File: config.mk
export PLATFORM = sky130hd
export DESIGN_NAME = slpcg_top
export DESIGN_NICKNAME = d
export VERILOG_FILES = /design/src/rtl/slpcg_pkg.sv /design/src/rtl/slpcg_wake_decode.sv /design/src/rtl/slpcg_top.sv
export SDC_FILE = /design/constraint.sdc
export NUM_CORES = 1
export LEC_CHECK = 0
export BUFFER_PORTS_ARGS = -buffer_cell sky130_fd_sc_hd__buf_4
export CAP_MARGIN = 5
export CORE_MARGIN = 10
export CORE_UTILIZATION = 30
export DETAILED_ROUTE_END_ITERATION = 8
export PLACE_DENSITY_LB_ADDON = 0.2
export SETUP_SLACK_MARGIN = 0.2
export SYNTH_ARGS = -nofsm -noshare
export SYNTH_HDL_FRONTEND = slang
export SYNTH_SLANG_ARGS = --single-unit
File: constraint.sdc
create_clock -name pclk -period 2.2 [get_ports pclk]
set_clock_uncertainty 0.05 [all_clocks]
set_input_delay 0.33 -clock pclk [delete_from_list [all_inputs] [get_ports pclk]]
set_output_delay 0.33 -clock pclk [all_outputs]
set_load 0.03 [all_outputs]
File: src/rtl/slpcg_pkg.sv
package slpcg_pkg;

	typedef enum logic [5:0] {
		M_NONE  = 6'h01,
		M_IDLE  = 6'h02,
		M_ADCNR = 6'h04,
		M_PDOWN = 6'h08,
		M_PSAVE = 6'h10,
		M_STBY  = 6'h20
	} slpcg_mode_t;

	typedef enum logic [2:0] {
		S_RUN   = 3'h1,
		S_SLEEP = 3'h2,
		S_WAKE  = 3'h4
	} slpcg_state_t;

	// =========================================================
	// mode decode and timing
	localparam slpcg_mode_t MODE_TABLE [8] = '{
		M_IDLE, M_ADCNR, M_PDOWN, M_PSAVE, M_NONE, M_NONE, M_STBY, M_NONE};
	localparam logic [2:0] SMS_STBY      = 3'h6;
	localparam logic [2:0] WAKE_CYC_STBY = 3'h6;
	localparam logic [2:0] WAKE_CYC_FAST = 3'h1;

	// =========================================================
	// register map
	localparam logic [7:0] OFS_CTRL   = 8'h00;
	localparam logic [7:0] OFS_TCFG   = 8'h04;
	localparam logic [7:0] OFS_TMASK  = 8'h08;
	localparam logic [7:0] OFS_ECFG   = 8'h0C;
	localparam logic [7:0] OFS_STATUS = 8'h10;
	localparam logic [7:0] OFS_ISTS   = 8'h14;
	localparam logic [7:0] OFS_IMASK  = 8'h18;
	localparam int         IEV_WAKE   = 0;
	localparam int         IEV_ENTER  = 1;
	localparam int         IEV_REFUSE = 2;
	localparam logic [3:0] CTRL_RST   = 4'h0;
	localparam logic [1:0] TCFG_RST   = 2'h0;
	localparam logic [1:0] TMASK_RST  = 2'h0;
	localparam logic [1:0] ECFG_RST   = 2'h0;
	localparam logic [2:0] IRQ_RST    = 3'h0;
	localparam logic [1:0] EXT_RST    = 2'h3;

	// =========================================================
	// carriers
	typedef struct packed {
		logic cpu;
		logic flash;
		logic io;
		logic adc;
		logic asy;
		logic main_osc;
		logic tmr_osc;
		logic sync_tmr;
	} slpcg_gate_t;

	typedef struct packed {
		logic pin_chg;
		logic two_wire_slave;
		logic tmr_ovf;
		logic tmr_cmp;
		logic nvm_rdy;
		logic adc;
		logic wdt;
		logic other_io;
	} slpcg_src_t;

	typedef struct packed {
		logic       tmr_en;
		logic       tmr_async;
		logic       ovf_ie;
		logic       cmp_ie;
		logic [1:0] lvl;
		logic       gie;
	} slpcg_cfg_t;

	typedef struct packed {
		logic       xtal;
		logic [2:0] sleep_mode_select;
	} slpcg_ctrl_t;

	typedef struct packed {
		slpcg_state_t st;
		slpcg_mode_t  mode;
		logic [2:0]   cnt;
		slpcg_gate_t  gate;
		slpcg_ctrl_t  ctrl;
		logic [1:0]   tcfg;
		logic [1:0]   async_timer_irq_mask;
		logic [1:0]   lvl;
		logic [2:0]   ists;
		logic [2:0]   imask;
		logic         irq;
		logic [31:0]  prdata;
		logic [1:0]   s1;
		logic [1:0]   s2;
		logic [1:0]   s3;
		logic [1:0]   flt;
		logic [1:0]   flt_d;
	} slpcg_regs_t;

endpackage

File: src/rtl/slpcg_wake_decode.sv
`timescale 1ns/1ps
module slpcg_wake_decode
	import slpcg_pkg::*;
(
	input  wire slpcg_mode_t mode,     // mode in force, M_NONE while running
	input  wire slpcg_cfg_t  cfg,      // timer, mask and trigger setup
	input  wire slpcg_src_t  src,      // on-chip wake requests
	input  wire logic [1:0]  ext_low,  // filtered external irq pins low
	input  wire logic [1:0]  ext_edge, // filtered external irq pin change
	output      slpcg_gate_t gate,     // clock and oscillator enables
	output      logic        wake      // accepted wake request
);

	logic       t_asy;
	logic       t_syn;
	logic       t_irq;
	logic       deep_set;
	logic       mid_set;
	logic [1:0] ext_w;

	assign t_asy = cfg.tmr_en & cfg.tmr_async;
	assign t_syn = cfg.tmr_en & ~cfg.tmr_async;
	assign t_irq = cfg.gie & ((src.tmr_ovf & cfg.ovf_ie) | (src.tmr_cmp & cfg.cmp_ie));

	genvar i;
	generate
		for (i = 0; i < 2; i++) begin : g_ext
			assign ext_w[i] = cfg.lvl[i] ? ext_low[i] : (ext_edge[i] & (mode == M_IDLE));
		end
	endgenerate

	assign deep_set = (|ext_w) | src.pin_chg | src.two_wire_slave | src.wdt;
	assign mid_set  = deep_set | t_irq | src.nvm_rdy | src.adc;

	// =========================================================
	// gate order: cpu flash io adc asy main_osc tmr_osc sync_tmr
	always_comb begin
		gate = '0;
		wake = 1'b0;
		case (mode)
			M_NONE: begin
				gate = {5'h1F, 1'b1, t_asy, 1'b0};
			end
			M_IDLE: begin
				gate = {5'h07, 1'b1, t_asy, 1'b0};
				wake = mid_set | src.other_io;
			end
			M_ADCNR: begin
				gate = {5'h03, 1'b1, t_asy, 1'b0};
				wake = mid_set;
			end
			M_PDOWN: begin
				gate = '0;
				wake = deep_set;
			end
			M_PSAVE: begin
				gate = {5'h01, t_syn, t_asy, t_syn};
				wake = deep_set | t_irq;
			end
			M_STBY: begin
				gate = {5'h00, 1'b1, 1'b0, 1'b0};
				wake = deep_set;
			end
			default: begin
				gate = '0;
				wake = 1'b1;
			end
		endcase
	end

endmodule // slpcg_wake_decode

File: src/rtl/slpcg_top.sv
// The address map and the APB register port were left to the implementer.
`timescale 1ns/1ps
module slpcg_top
	import slpcg_pkg::*;
(
	input  wire logic        pclk,                // system clock, 200 MHz
	input  wire logic        presetn,             // async reset, active low
	input  wire logic        psel,                // apb select
	input  wire logic        penable,             // apb access phase
	input  wire logic        pwrite,              // apb write
	input  wire logic [7:0]  paddr,               // apb byte address
	input  wire logic [31:0] pwdata,              // apb write data
	output      logic [31:0] prdata,              // apb read data
	output      logic        pready,              // apb ready
	output      logic        pslverr,             // apb error, unmapped
	input  wire logic        sleep_exec,          // sleep instruction pulse
	input  wire logic        cpu_status_word_gie, // global irq enable
	input  wire logic        external_irq_zero_n, // irq pin zero
	input  wire logic        external_irq_one_n,  // irq pin one
	input  wire slpcg_src_t  src,                 // on-chip wake sources
	output      slpcg_gate_t clk_gate,            // clock and oscillator enables
	output      logic        sleeping,            // core is asleep
	output      logic        irq                  // event interrupt
);

	slpcg_regs_t r_ff;
	slpcg_regs_t nxt_r;
	slpcg_cfg_t  cfg;
	slpcg_mode_t req_mode;
	slpcg_mode_t b_mode;
	slpcg_gate_t a_gate;
	slpcg_gate_t b_gate;
	logic        a_wake;
	logic        acc;
	logic        setup;
	logic        bad;
	logic        wr;
	logic [2:0]  iev;

	assign cfg = '{tmr_en: r_ff.tcfg[0], tmr_async: r_ff.tcfg[1],
		ovf_ie: r_ff.async_timer_irq_mask[0], cmp_ie: r_ff.async_timer_irq_mask[1],
		lvl: r_ff.lvl, gie: cpu_status_word_gie};

	assign req_mode = (r_ff.ctrl.sleep_mode_select == SMS_STBY && !r_ff.ctrl.xtal) ? M_PDOWN
		: MODE_TABLE[r_ff.ctrl.sleep_mode_select];
	// b side shows the gate to go to: sleep target or running
	assign b_mode   = (r_ff.st == S_RUN) ? req_mode : M_NONE;

	// =========================================================
	// decoders
	slpcg_wake_decode u_cur (
		.mode     (r_ff.mode),
		.cfg      (cfg),
		.src      (src),
		.ext_low  (~r_ff.flt),
		.ext_edge (r_ff.flt ^ r_ff.flt_d),
		.gate     (a_gate),
		.wake     (a_wake)
	);

	slpcg_wake_decode u_nxt (
		.mode     (b_mode),
		.cfg      (cfg),
		.src      (src),
		.ext_low  (~r_ff.flt),
		.ext_edge (r_ff.flt ^ r_ff.flt_d),
		.gate     (b_gate),
		.wake     ()
	);

	// =========================================================
	// apb slave, zero wait states
	assign acc     = psel & penable;
	assign setup   = psel & ~penable;
	assign bad     = !(paddr inside {OFS_CTRL, OFS_TCFG, OFS_TMASK, OFS_ECFG,
		OFS_STATUS, OFS_ISTS, OFS_IMASK});
	assign wr      = acc & pwrite & ~bad;
	assign pready  = 1'b1;
	assign pslverr = acc & bad;
	assign prdata  = r_ff.prdata;

	// =========================================================
	// state update
	always_comb begin
		nxt_r = r_ff;
		iev   = 3'h0;
		// pins pass three flops; change taken once stages two and three agree
		nxt_r.s1    = {external_irq_one_n, external_irq_zero_n};
		nxt_r.s2    = r_ff.s1;
		nxt_r.s3    = r_ff.s2;
		nxt_r.flt   = ((r_ff.s2 ~^ r_ff.s3) & r_ff.s3) | ((r_ff.s2 ^ r_ff.s3) & r_ff.flt);
		nxt_r.flt_d = r_ff.flt;

		if (setup) begin
			case (paddr)
				OFS_CTRL:   nxt_r.prdata = {28'h0, r_ff.ctrl};
				OFS_TCFG:   nxt_r.prdata = {30'h0, r_ff.tcfg};
				OFS_TMASK:  nxt_r.prdata = {30'h0, r_ff.async_timer_irq_mask};
				OFS_ECFG:   nxt_r.prdata = {30'h0, r_ff.lvl};
				OFS_STATUS: nxt_r.prdata = {15'h0, r_ff.gate, r_ff.mode, r_ff.st};
				OFS_ISTS:   nxt_r.prdata = {29'h0, r_ff.ists};
				OFS_IMASK:  nxt_r.prdata = {29'h0, r_ff.imask};
				default:    nxt_r.prdata = 32'h0;
			endcase
		end
		if (wr) begin
			case (paddr)
				OFS_CTRL:  nxt_r.ctrl = pwdata[3:0];
				OFS_TCFG:  nxt_r.tcfg = pwdata[1:0];
				OFS_TMASK: nxt_r.async_timer_irq_mask = pwdata[1:0];
				OFS_ECFG:  nxt_r.lvl = pwdata[1:0];
				OFS_IMASK: nxt_r.imask = pwdata[2:0];
				default: begin
				end
			endcase
		end

		case (r_ff.st)
			S_RUN: begin
				nxt_r.gate = a_gate;
				if (sleep_exec) begin
					if (req_mode == M_NONE) begin
						iev[IEV_REFUSE] = 1'b1;
					end else begin
						nxt_r.st   = S_SLEEP;
						nxt_r.mode = req_mode;
						nxt_r.gate = b_gate;
						iev[IEV_ENTER] = 1'b1;
					end
				end
			end
			S_SLEEP: begin
				nxt_r.gate = a_gate;
				if (a_wake) begin
					nxt_r.st = S_WAKE;
					nxt_r.cnt = (r_ff.mode == M_STBY) ? WAKE_CYC_STBY : WAKE_CYC_FAST;
					iev[IEV_WAKE] = 1'b1;
				end
			end
			S_WAKE: begin
				nxt_r.gate = a_gate;
				if (r_ff.cnt == WAKE_CYC_FAST) begin
					nxt_r.st   = S_RUN;
					nxt_r.mode = M_NONE;
					nxt_r.gate = b_gate;
				end else begin
					nxt_r.cnt = r_ff.cnt - 3'h1;
				end
			end
			default: begin
				nxt_r.st   = S_RUN;
				nxt_r.mode = M_NONE;
			end
		endcase

		// a new event beats a write-one clear in the same cycle
		nxt_r.ists = (r_ff.ists & ~((wr && paddr == OFS_ISTS) ? pwdata[2:0] : 3'h0)) | iev;
		nxt_r.irq  = |(nxt_r.ists & nxt_r.imask);
	end

	always_ff @(posedge pclk or negedge presetn) begin
		if (!presetn) begin
			r_ff       <= '0;
			r_ff.st    <= S_RUN;
			r_ff.mode  <= M_NONE;
			r_ff.gate  <= {5'h1F, 1'b1, 1'b0, 1'b0};
			r_ff.ctrl  <= CTRL_RST;
			r_ff.tcfg  <= TCFG_RST;
			r_ff.async_timer_irq_mask <= TMASK_RST;
			r_ff.lvl   <= ECFG_RST;
			r_ff.ists  <= IRQ_RST;
			r_ff.imask <= IRQ_RST;
			r_ff.s1    <= EXT_RST;
			r_ff.s2    <= EXT_RST;
			r_ff.s3    <= EXT_RST;
			r_ff.flt   <= EXT_RST;
			r_ff.flt_d <= EXT_RST;
		end else begin
			r_ff <= nxt_r;
		end
	end

	assign clk_gate = r_ff.gate;
	assign sleeping = (r_ff.st != S_RUN);
	assign irq      = r_ff.irq;
endmodule // slpcg_top

======== Yosys cells after proc, flatten, opt, wreduce, memory -nomap -nowiden ========
Memory sizes are Yosys's and may differ from the RTL's.
Cells that the tools add are included.
storage, ports and cells
  input bits .............................. 57
  memories kept ........................... 1
  memory bits (read-only) ................. 48
  flip-flop bits (word level) ............. 79
  word-level logic and storage cells ...... 143
memories
  memory            words  bits a word  rd ports  clocked after Yosys merged registers in  write ports  RTL line         RTL
  (name not given)  8      6            1         0                                        0            slpcg_top.sv:45  : MODE_TABLE[r_ff.ctrl.sleep_mode_select];
operators by class
  muxes and demuxes ....................... 33
  $add $sub $neg .......................... 1
  order comparisons ....................... 1
  reductions and logical operators ........ 18
  bitwise operators ....................... 35
  eq/ne operators ......................... 29
operators with widths
  cell                number
  $pmux 17 s7         1
  $pmux 8 s5          2
  $mux 9              3
  $eq 8x5->1 const B  3
  $mux 6              4
  $mux 8              3
  $pmux 8 s3          1
  $mux 3              7
  $eq 6x1->1 const B  3
  $pmux 6 s3          1
  $eq 8x4->1 const B  2
  $and 1x1->1         12
  $eq 6x2->1 const B  2
  $eq 6x3->1 const B  2
  $eq 6x5->1 const B  2
  $eq 6x6->1 const B  2
  $ne 2x2->1 const B  5
  $pmux 3 s3          1
  $eq 8x3->1 const B  1
  $logic_not 8->1     1
  $or 1x1->1          8
  $reduce_and 2->1    4
  $reduce_and 4->1    2
  $reduce_bool 7->1   1
  28 further kinds    44

======== Longest topological paths before layout ========
  depth after elaboration ................. 17
  gate-level depth with buffers ........... 9
  gate-level depth less buffers ........... 8

======== By module ========
Synthesis repeated with hierarchy kept, for this count alone.
second synthesis, totals
  cell total of the unflattened synthesis .. 430
  area, all modules ....................... 4,053.9 µm²
by module, submodules not included
  module             area each (µm²)  cells each  times used  sequential area each (µm²)
  slpcg_top          3,308.2          316         1           1,624.1
  slpcg_wake_decode  372.9            57          2           0.0

======== Worst setup path before layout ========
OpenSTA, ideal clock, no wires.
  kind .................................... flip-flop to flip-flop
  from .................................... register r_ff[71] (netlist name)
  to ...................................... register r_ff[68] (netlist name)
  slack ................................... 29 ps
  clock period less this slack ............ 2,171 ps
  cell stages (with the launch flop) ...... 7
  buffers on the path ..................... 0
  arrival time ............................ 1,996 ps
  path through ............................ dfrtp_1 -> or4_4 -> maj3_2 -> a31oi_4 -> nand3_2 -> o21ai_4 -> mux2_4
between the ends
  cells in the longest elaborated chain, start to end .. 14
ends and longest elaborated chain
  item                        RTL line                                          RTL
  $eq 6x2->1                  slpcg_wake_decode.sv:28, slpcg_wake_decode.sv:40
  $and 1x1->1                 slpcg_wake_decode.sv:28                           assign ext_w[i] = cfg.lvl[i] ? ext_low[i] : (ext_edge[i] & (mode == M_IDLE));
  $mux 1                      slpcg_wake_decode.sv:28
  $reduce_or 2->1             slpcg_wake_decode.sv:32                           assign deep_set = (|ext_w) | src.pin_chg | src.two_wire_slave | src.wdt;
  $or 1x1->1 (3 in series)    slpcg_wake_decode.sv:32
  $or 1x1->1                  slpcg_wake_decode.sv:33, slpcg_wake_decode.sv:58
  $or 1x1->1 (2 in series)    slpcg_wake_decode.sv:33                           assign mid_set = deep_set | t_irq | src.nvm_rdy | src.adc;
  $or 1x1->1                  slpcg_wake_decode.sv:46                           wake = mid_set | src.other_io;
  $pmux 1 s5                  slpcg_wake_decode.sv:40                           case (mode)
  $ne 2x2->1 (no line)        n/a
  $reduce_and 3->1 (no line)  n/a
  end signal, assigned        slpcg_top.sv:179                                  r_ff <= nxt_r;
  end, declared               slpcg_top.sv:26                                   slpcg_regs_t r_ff;
Parallel ways exist; a longest one is shown, timed or not. The select of a mux whose other input is x is not followed.
A chain may end at the register's enable or synchronous reset.

======== Worst setup path after layout ========
  from .................................... register r_ff[72] (netlist name)
  to ...................................... register r_ff[68] (netlist name)
between the ends
  cells in the longest elaborated chain, start to end .. 14
ends and longest elaborated chain
  item                        RTL line
  $eq 6x2->1                  slpcg_wake_decode.sv:28, slpcg_wake_decode.sv:40
  $and 1x1->1                 slpcg_wake_decode.sv:28
  $mux 1                      slpcg_wake_decode.sv:28
  $reduce_or 2->1             slpcg_wake_decode.sv:32
  $or 1x1->1 (3 in series)    slpcg_wake_decode.sv:32
  $or 1x1->1                  slpcg_wake_decode.sv:33, slpcg_wake_decode.sv:58
  $or 1x1->1 (2 in series)    slpcg_wake_decode.sv:33
  $or 1x1->1                  slpcg_wake_decode.sv:46
  $pmux 1 s5                  slpcg_wake_decode.sv:40
  $ne 2x2->1 (no line)        n/a
  $reduce_and 3->1 (no line)  n/a
Parallel ways exist; a longest one is shown, timed or not. The select of a mux whose other input is x is not followed.

==> results.md <==
Pwr:
- The internal power summed over all cells is 3.15 mW.
- The switching power of the nets is 1.68 mW.
- The leakage component of the power is 2.11 nW.
- The total design power is 4.84 mW.
- The peak supply drop is 0.552 mV.
- The power per standard cell area is 1050 nW/µm².
- Of the total power, the share spent switching nets is 0.348.
- The sequential fraction of design power is 0.305.
- The combinational fraction of design power is 0.379.
- Of the total power, the clock network draws 0.316.

Finish:
- The number of inserted filler cells in the final layout is 1147.
- Registers take 1570 µm².
- The share of post-route cells with drive strength above 1 is 0.402.
- Summing all multi-input logic gate instances after layout gives 1760 µm².
- After the flow finishes, the layout carries non-filler instances totaling 568.
- Compared with the post-synthesis result, the final layout area differs by 27.9%.
- 0 antenna diodes ended up in the layout.
- The final core area utilization is 0.396.
- The finished layout cell area is 4580 µm².
- For this run, the post-layout net count is 481.

Setup path:
- The worst reg-to-reg setup slack is 0.002 ns.
- The signal on the critical path passes through or4_4 > maj3_2 > a31oi_4 > nand3_2 > o21ai_4 > mux2_4.
- The endpoint required time on the critical path is 2.36 ns.
- The top cell family by delay on the critical path is simple AND/OR/NAND/NOR gates.
- Counting buffers and inverters, the worst setup path is 6 cells deep.
- Measured in cells, the most critical reg-to-reg path has a length of 6.
- The critical register-to-register path endpoint is r_ff[68].
- The worst setup path is captured at a flip-flop.
- Counting both buffers and inverters, the worst setup path holds a total of 0.
- The critical path is of the flip-flop to flip-flop type.
- The type of element launching the critical path is a flip-flop.
- The worst register-to-register path begins at r_ff[72].
- Data on the critical path arrives at its endpoint at 2.36 ns.
- The critical path's largest stage delay is 0.50 ns.
- The slowest stage of the critical path is the or4_4 cell.
- Along the worst path, the maximum fanout reaches 4.

Place:
- The count of port buffers added during placement is 56.
- The post-placement cell area is 4080 µm².
- The global placement routability congestion is 0.821.
- Counting tap cells, the placed design contains a total of 544 instances.
- After legalization and detailed placement, the total HPWL measured 6990 µm.

Synth:
- The gate count after technology mapping is 358.
- The proportion of register bits with asynchronous set or reset after synthesis is 1.00.
- In this run, synthesis inferred 0 flip-flops with an integrated enable.
- The count of distinct cell types in the synthesized netlist is 61.
- The commonest register cell after synthesis is dfrtp_1.
- The post-synth design cell area is 3580 µm².
- A synthesized cell averages 10.0 µm².
- Yosys printed 0 warnings.
- The post-synthesis sequential element count is 62.
- For this run, the register share of the synthesized area comes to 0.439.

STA:
- At the pin with the least slew margin, the transition time is 0.796 ns.
- The hold violation total from the final report is 0.
- The top achievable clock speed is 455 MHz.
- The post-route clock period utilization is 0.999.
- The max-slew violation count was 0.
- Setup repair after global routing could not meet its margin everywhere.
- The worst slew margin relative to its limit is 0.469.
- Setup violations remaining at the end of the flow were counted as 0.
- The smallest clock period supported by the final layout is computed as 2.20 ns.

Clock network:
- After clock tree synthesis, the clock-pin slew on the worst setup and hold paths is 0.06 ns.
- The clock latency reported for the late side of the worst-skew pair is 0.33 ns.
- TritonCTS built the clock tree.
- The cell sitting at the root of the clock tree is a clkbuf_16.
- The H-tree depth reported by CTS is 3.
- CTS saw 62 sinks.
- The hold buffer count at CTS is 0.
- The maximum clock path buffer count is 2.
- The number of buffers created by CTS is 9.

GRT:
- The first global-routing pass estimated 14500 µm of wire.
- Entering global routing, the biggest net connects 63 pins.
- The number of antenna violations at the first check in global routing is 0.
- The number of global-route vias before repair came to 2818.
- The global route total overflow is 0.
- The total routing usage reported by global routing is 0.109.

Floorplanning:
- Row generation in the floorplan step produced 39 rows.
- In this run the vertical extent of the chip is 129 µm.
- The die footprint is 16700 µm².
- The initial standard-cell utilization of the core is 0.310.
- The boundary pin count is 101.
- In this run the horizontal extent of the chip is 129 µm.
- The area of the placeable core is 11600 µm².

Worst hold path:
- The path class of the tightest hold or removal check is input pin to async pin.

Routing:
- The routed design has 9370 µm of wire.
- In the routed design, unresolved DRC markers number 0.
- The number of detailed-route iterations in the first pass is 4.
- The post-detailed-route wirelength per cell is 16.5 µm.
- The detail-routed via count per cell is 4.95.
- After the first detailed-routing iteration, the DRC count stood at 103.
- The detailed-route via count is 2810.
- Once detail routing completed, the nets flagged for antenna violations numbered 0.

Run status:
- The run finished with clean final reports.

Run:
- The max capacitance violation total is 0.
layer usage:
metal | wire, µm | up-vias | track usage
li1 | - | 1367 | -
met1 | 4300 | 1371 | 0.131
met2 | 4370 | 60 | 0.179
met3 | 574 | 12 | 0.0347
met4 | 123 | 0 | 0.0381
met5 | 0 | - | 0
worst register-to-register path: stages (launching register included):
cell     delay [ns]
dfrtp_1        0.41
or4_4          0.50
maj3_2         0.33
a31oi_4        0.20
nand3_2        0.13
o21ai_4        0.16
mux2_4         0.31
power by group through the flow:
stage | registers (mW) | clock network [mW] | logic, mW
after global placement | 1.48 | 0 | 1.62
after global routing | 1.50 | 1.62 | 1.98
after floorplan | 1.43 | 0 | 1.18
final | 1.48 | 1.53 | 1.83
after detailed placement | 1.48 | 0 | 1.63
after CTS | 1.47 | 1.57 | 1.70
synthesized netlist by cell type, types with 9 or more instances:
master | number | area (µm²)
nor3_1 | 10 | 50.1
nor2_1 | 18 | 67.6
buf_4 | 41 | 308
inv_1 | 11 | 41.3
nand3_1 | 12 | 60.1
dfstp_2 | 17 | 447
clkbuf_1 | 13 | 48.8
nand2_1 | 31 | 116
o21ai_0 | 15 | 75.1
a21oi_1 | 9 | 45.0
dfrtp_1 | 45 | 1130
a22o_1 | 14 | 123
mux2_2 | 16 | 180
worst max path at each step:
stage | from | to | slack (ns)
after floorplan | r_ff[71] | r_ff[68] | 0.03
after global placement | r_ff[73] | r_ff[68] | 0.01
after detailed placement | r_ff[73] | r_ff[68] | -0.01
after CTS | r_ff[71] | r_ff[68] | -0.03
after global routing | r_ff[71] | r_ff[68] | -0.06
final | r_ff[72] | r_ff[68] | 0.002
area by class of cell:
class                           instances  area share
Clock buffer                           12      0.0606
Clock inverter                          4      0.0112
Inverter                               11     0.00901
Multi-Input combinational cell        243       0.384
Sequential cell                        62       0.343
Tap cell                              143      0.0390
Timing Repair Buffer                   93       0.153
stage by stage:
stage | hold WS [ns] | worst slack [ns] | TNS, ns
CTS | 0.0446 | -0.0286 | -0.0286
global route | 0.0423 | -0.0626 | -0.129
detailed placement | 0.297 | -0.0112 | -0.0112
floorplan | -0.0156 | 0.0293 | 0
finish | 0.0358 | 0.00192 | 0
global placement | 0.296 | 0.0133 | 0
timing repair:
item                                    4_1_cts  5_1_grt
hold endpoints to repair                      0        0
buffers inserted                              4        3
pin swaps                                     9       10
endpoints found under the setup margin       10       14
gates cloned                                  0        1
gates resized for setup                       7       17
cells in the final DEF (no fill, tap or decap), drive strengths merged, types with 9 or more instances in the layout:
| cell | instances |
|---|---|
| nor3 | 11 |
| conb | 16 |
| mux2 | 17 |
| clkbuf | 12 |
| a21oi | 9 |
| dfrtp | 45 |
| buf | 93 |
| nand3 | 13 |
| dfstp | 17 |
| inv | 11 |
| nor2 | 18 |
| o21ai | 20 |
| a22o | 14 |
| nand2 | 31 |
kinds of logic after synthesis:
kind of cell	after synthesis	share of synthesized area
compound gates	82	0.173
xor+xnor	5	0.0122
fa+ha+maj	5	0.0171
buf+inv	68	0.116
flops	62	0.439
mux	23	0.0713
other cells	2	0.00210
simple gates	111	0.169
sequential cells by signal, indices dropped and copies added (netlist names):
signal    count
nxt_r         6
irq           1
r_ff         26
prdata       16
clk_gate      7
cfg           6
No activity file was read; power rests on OpenSTA's default activity.
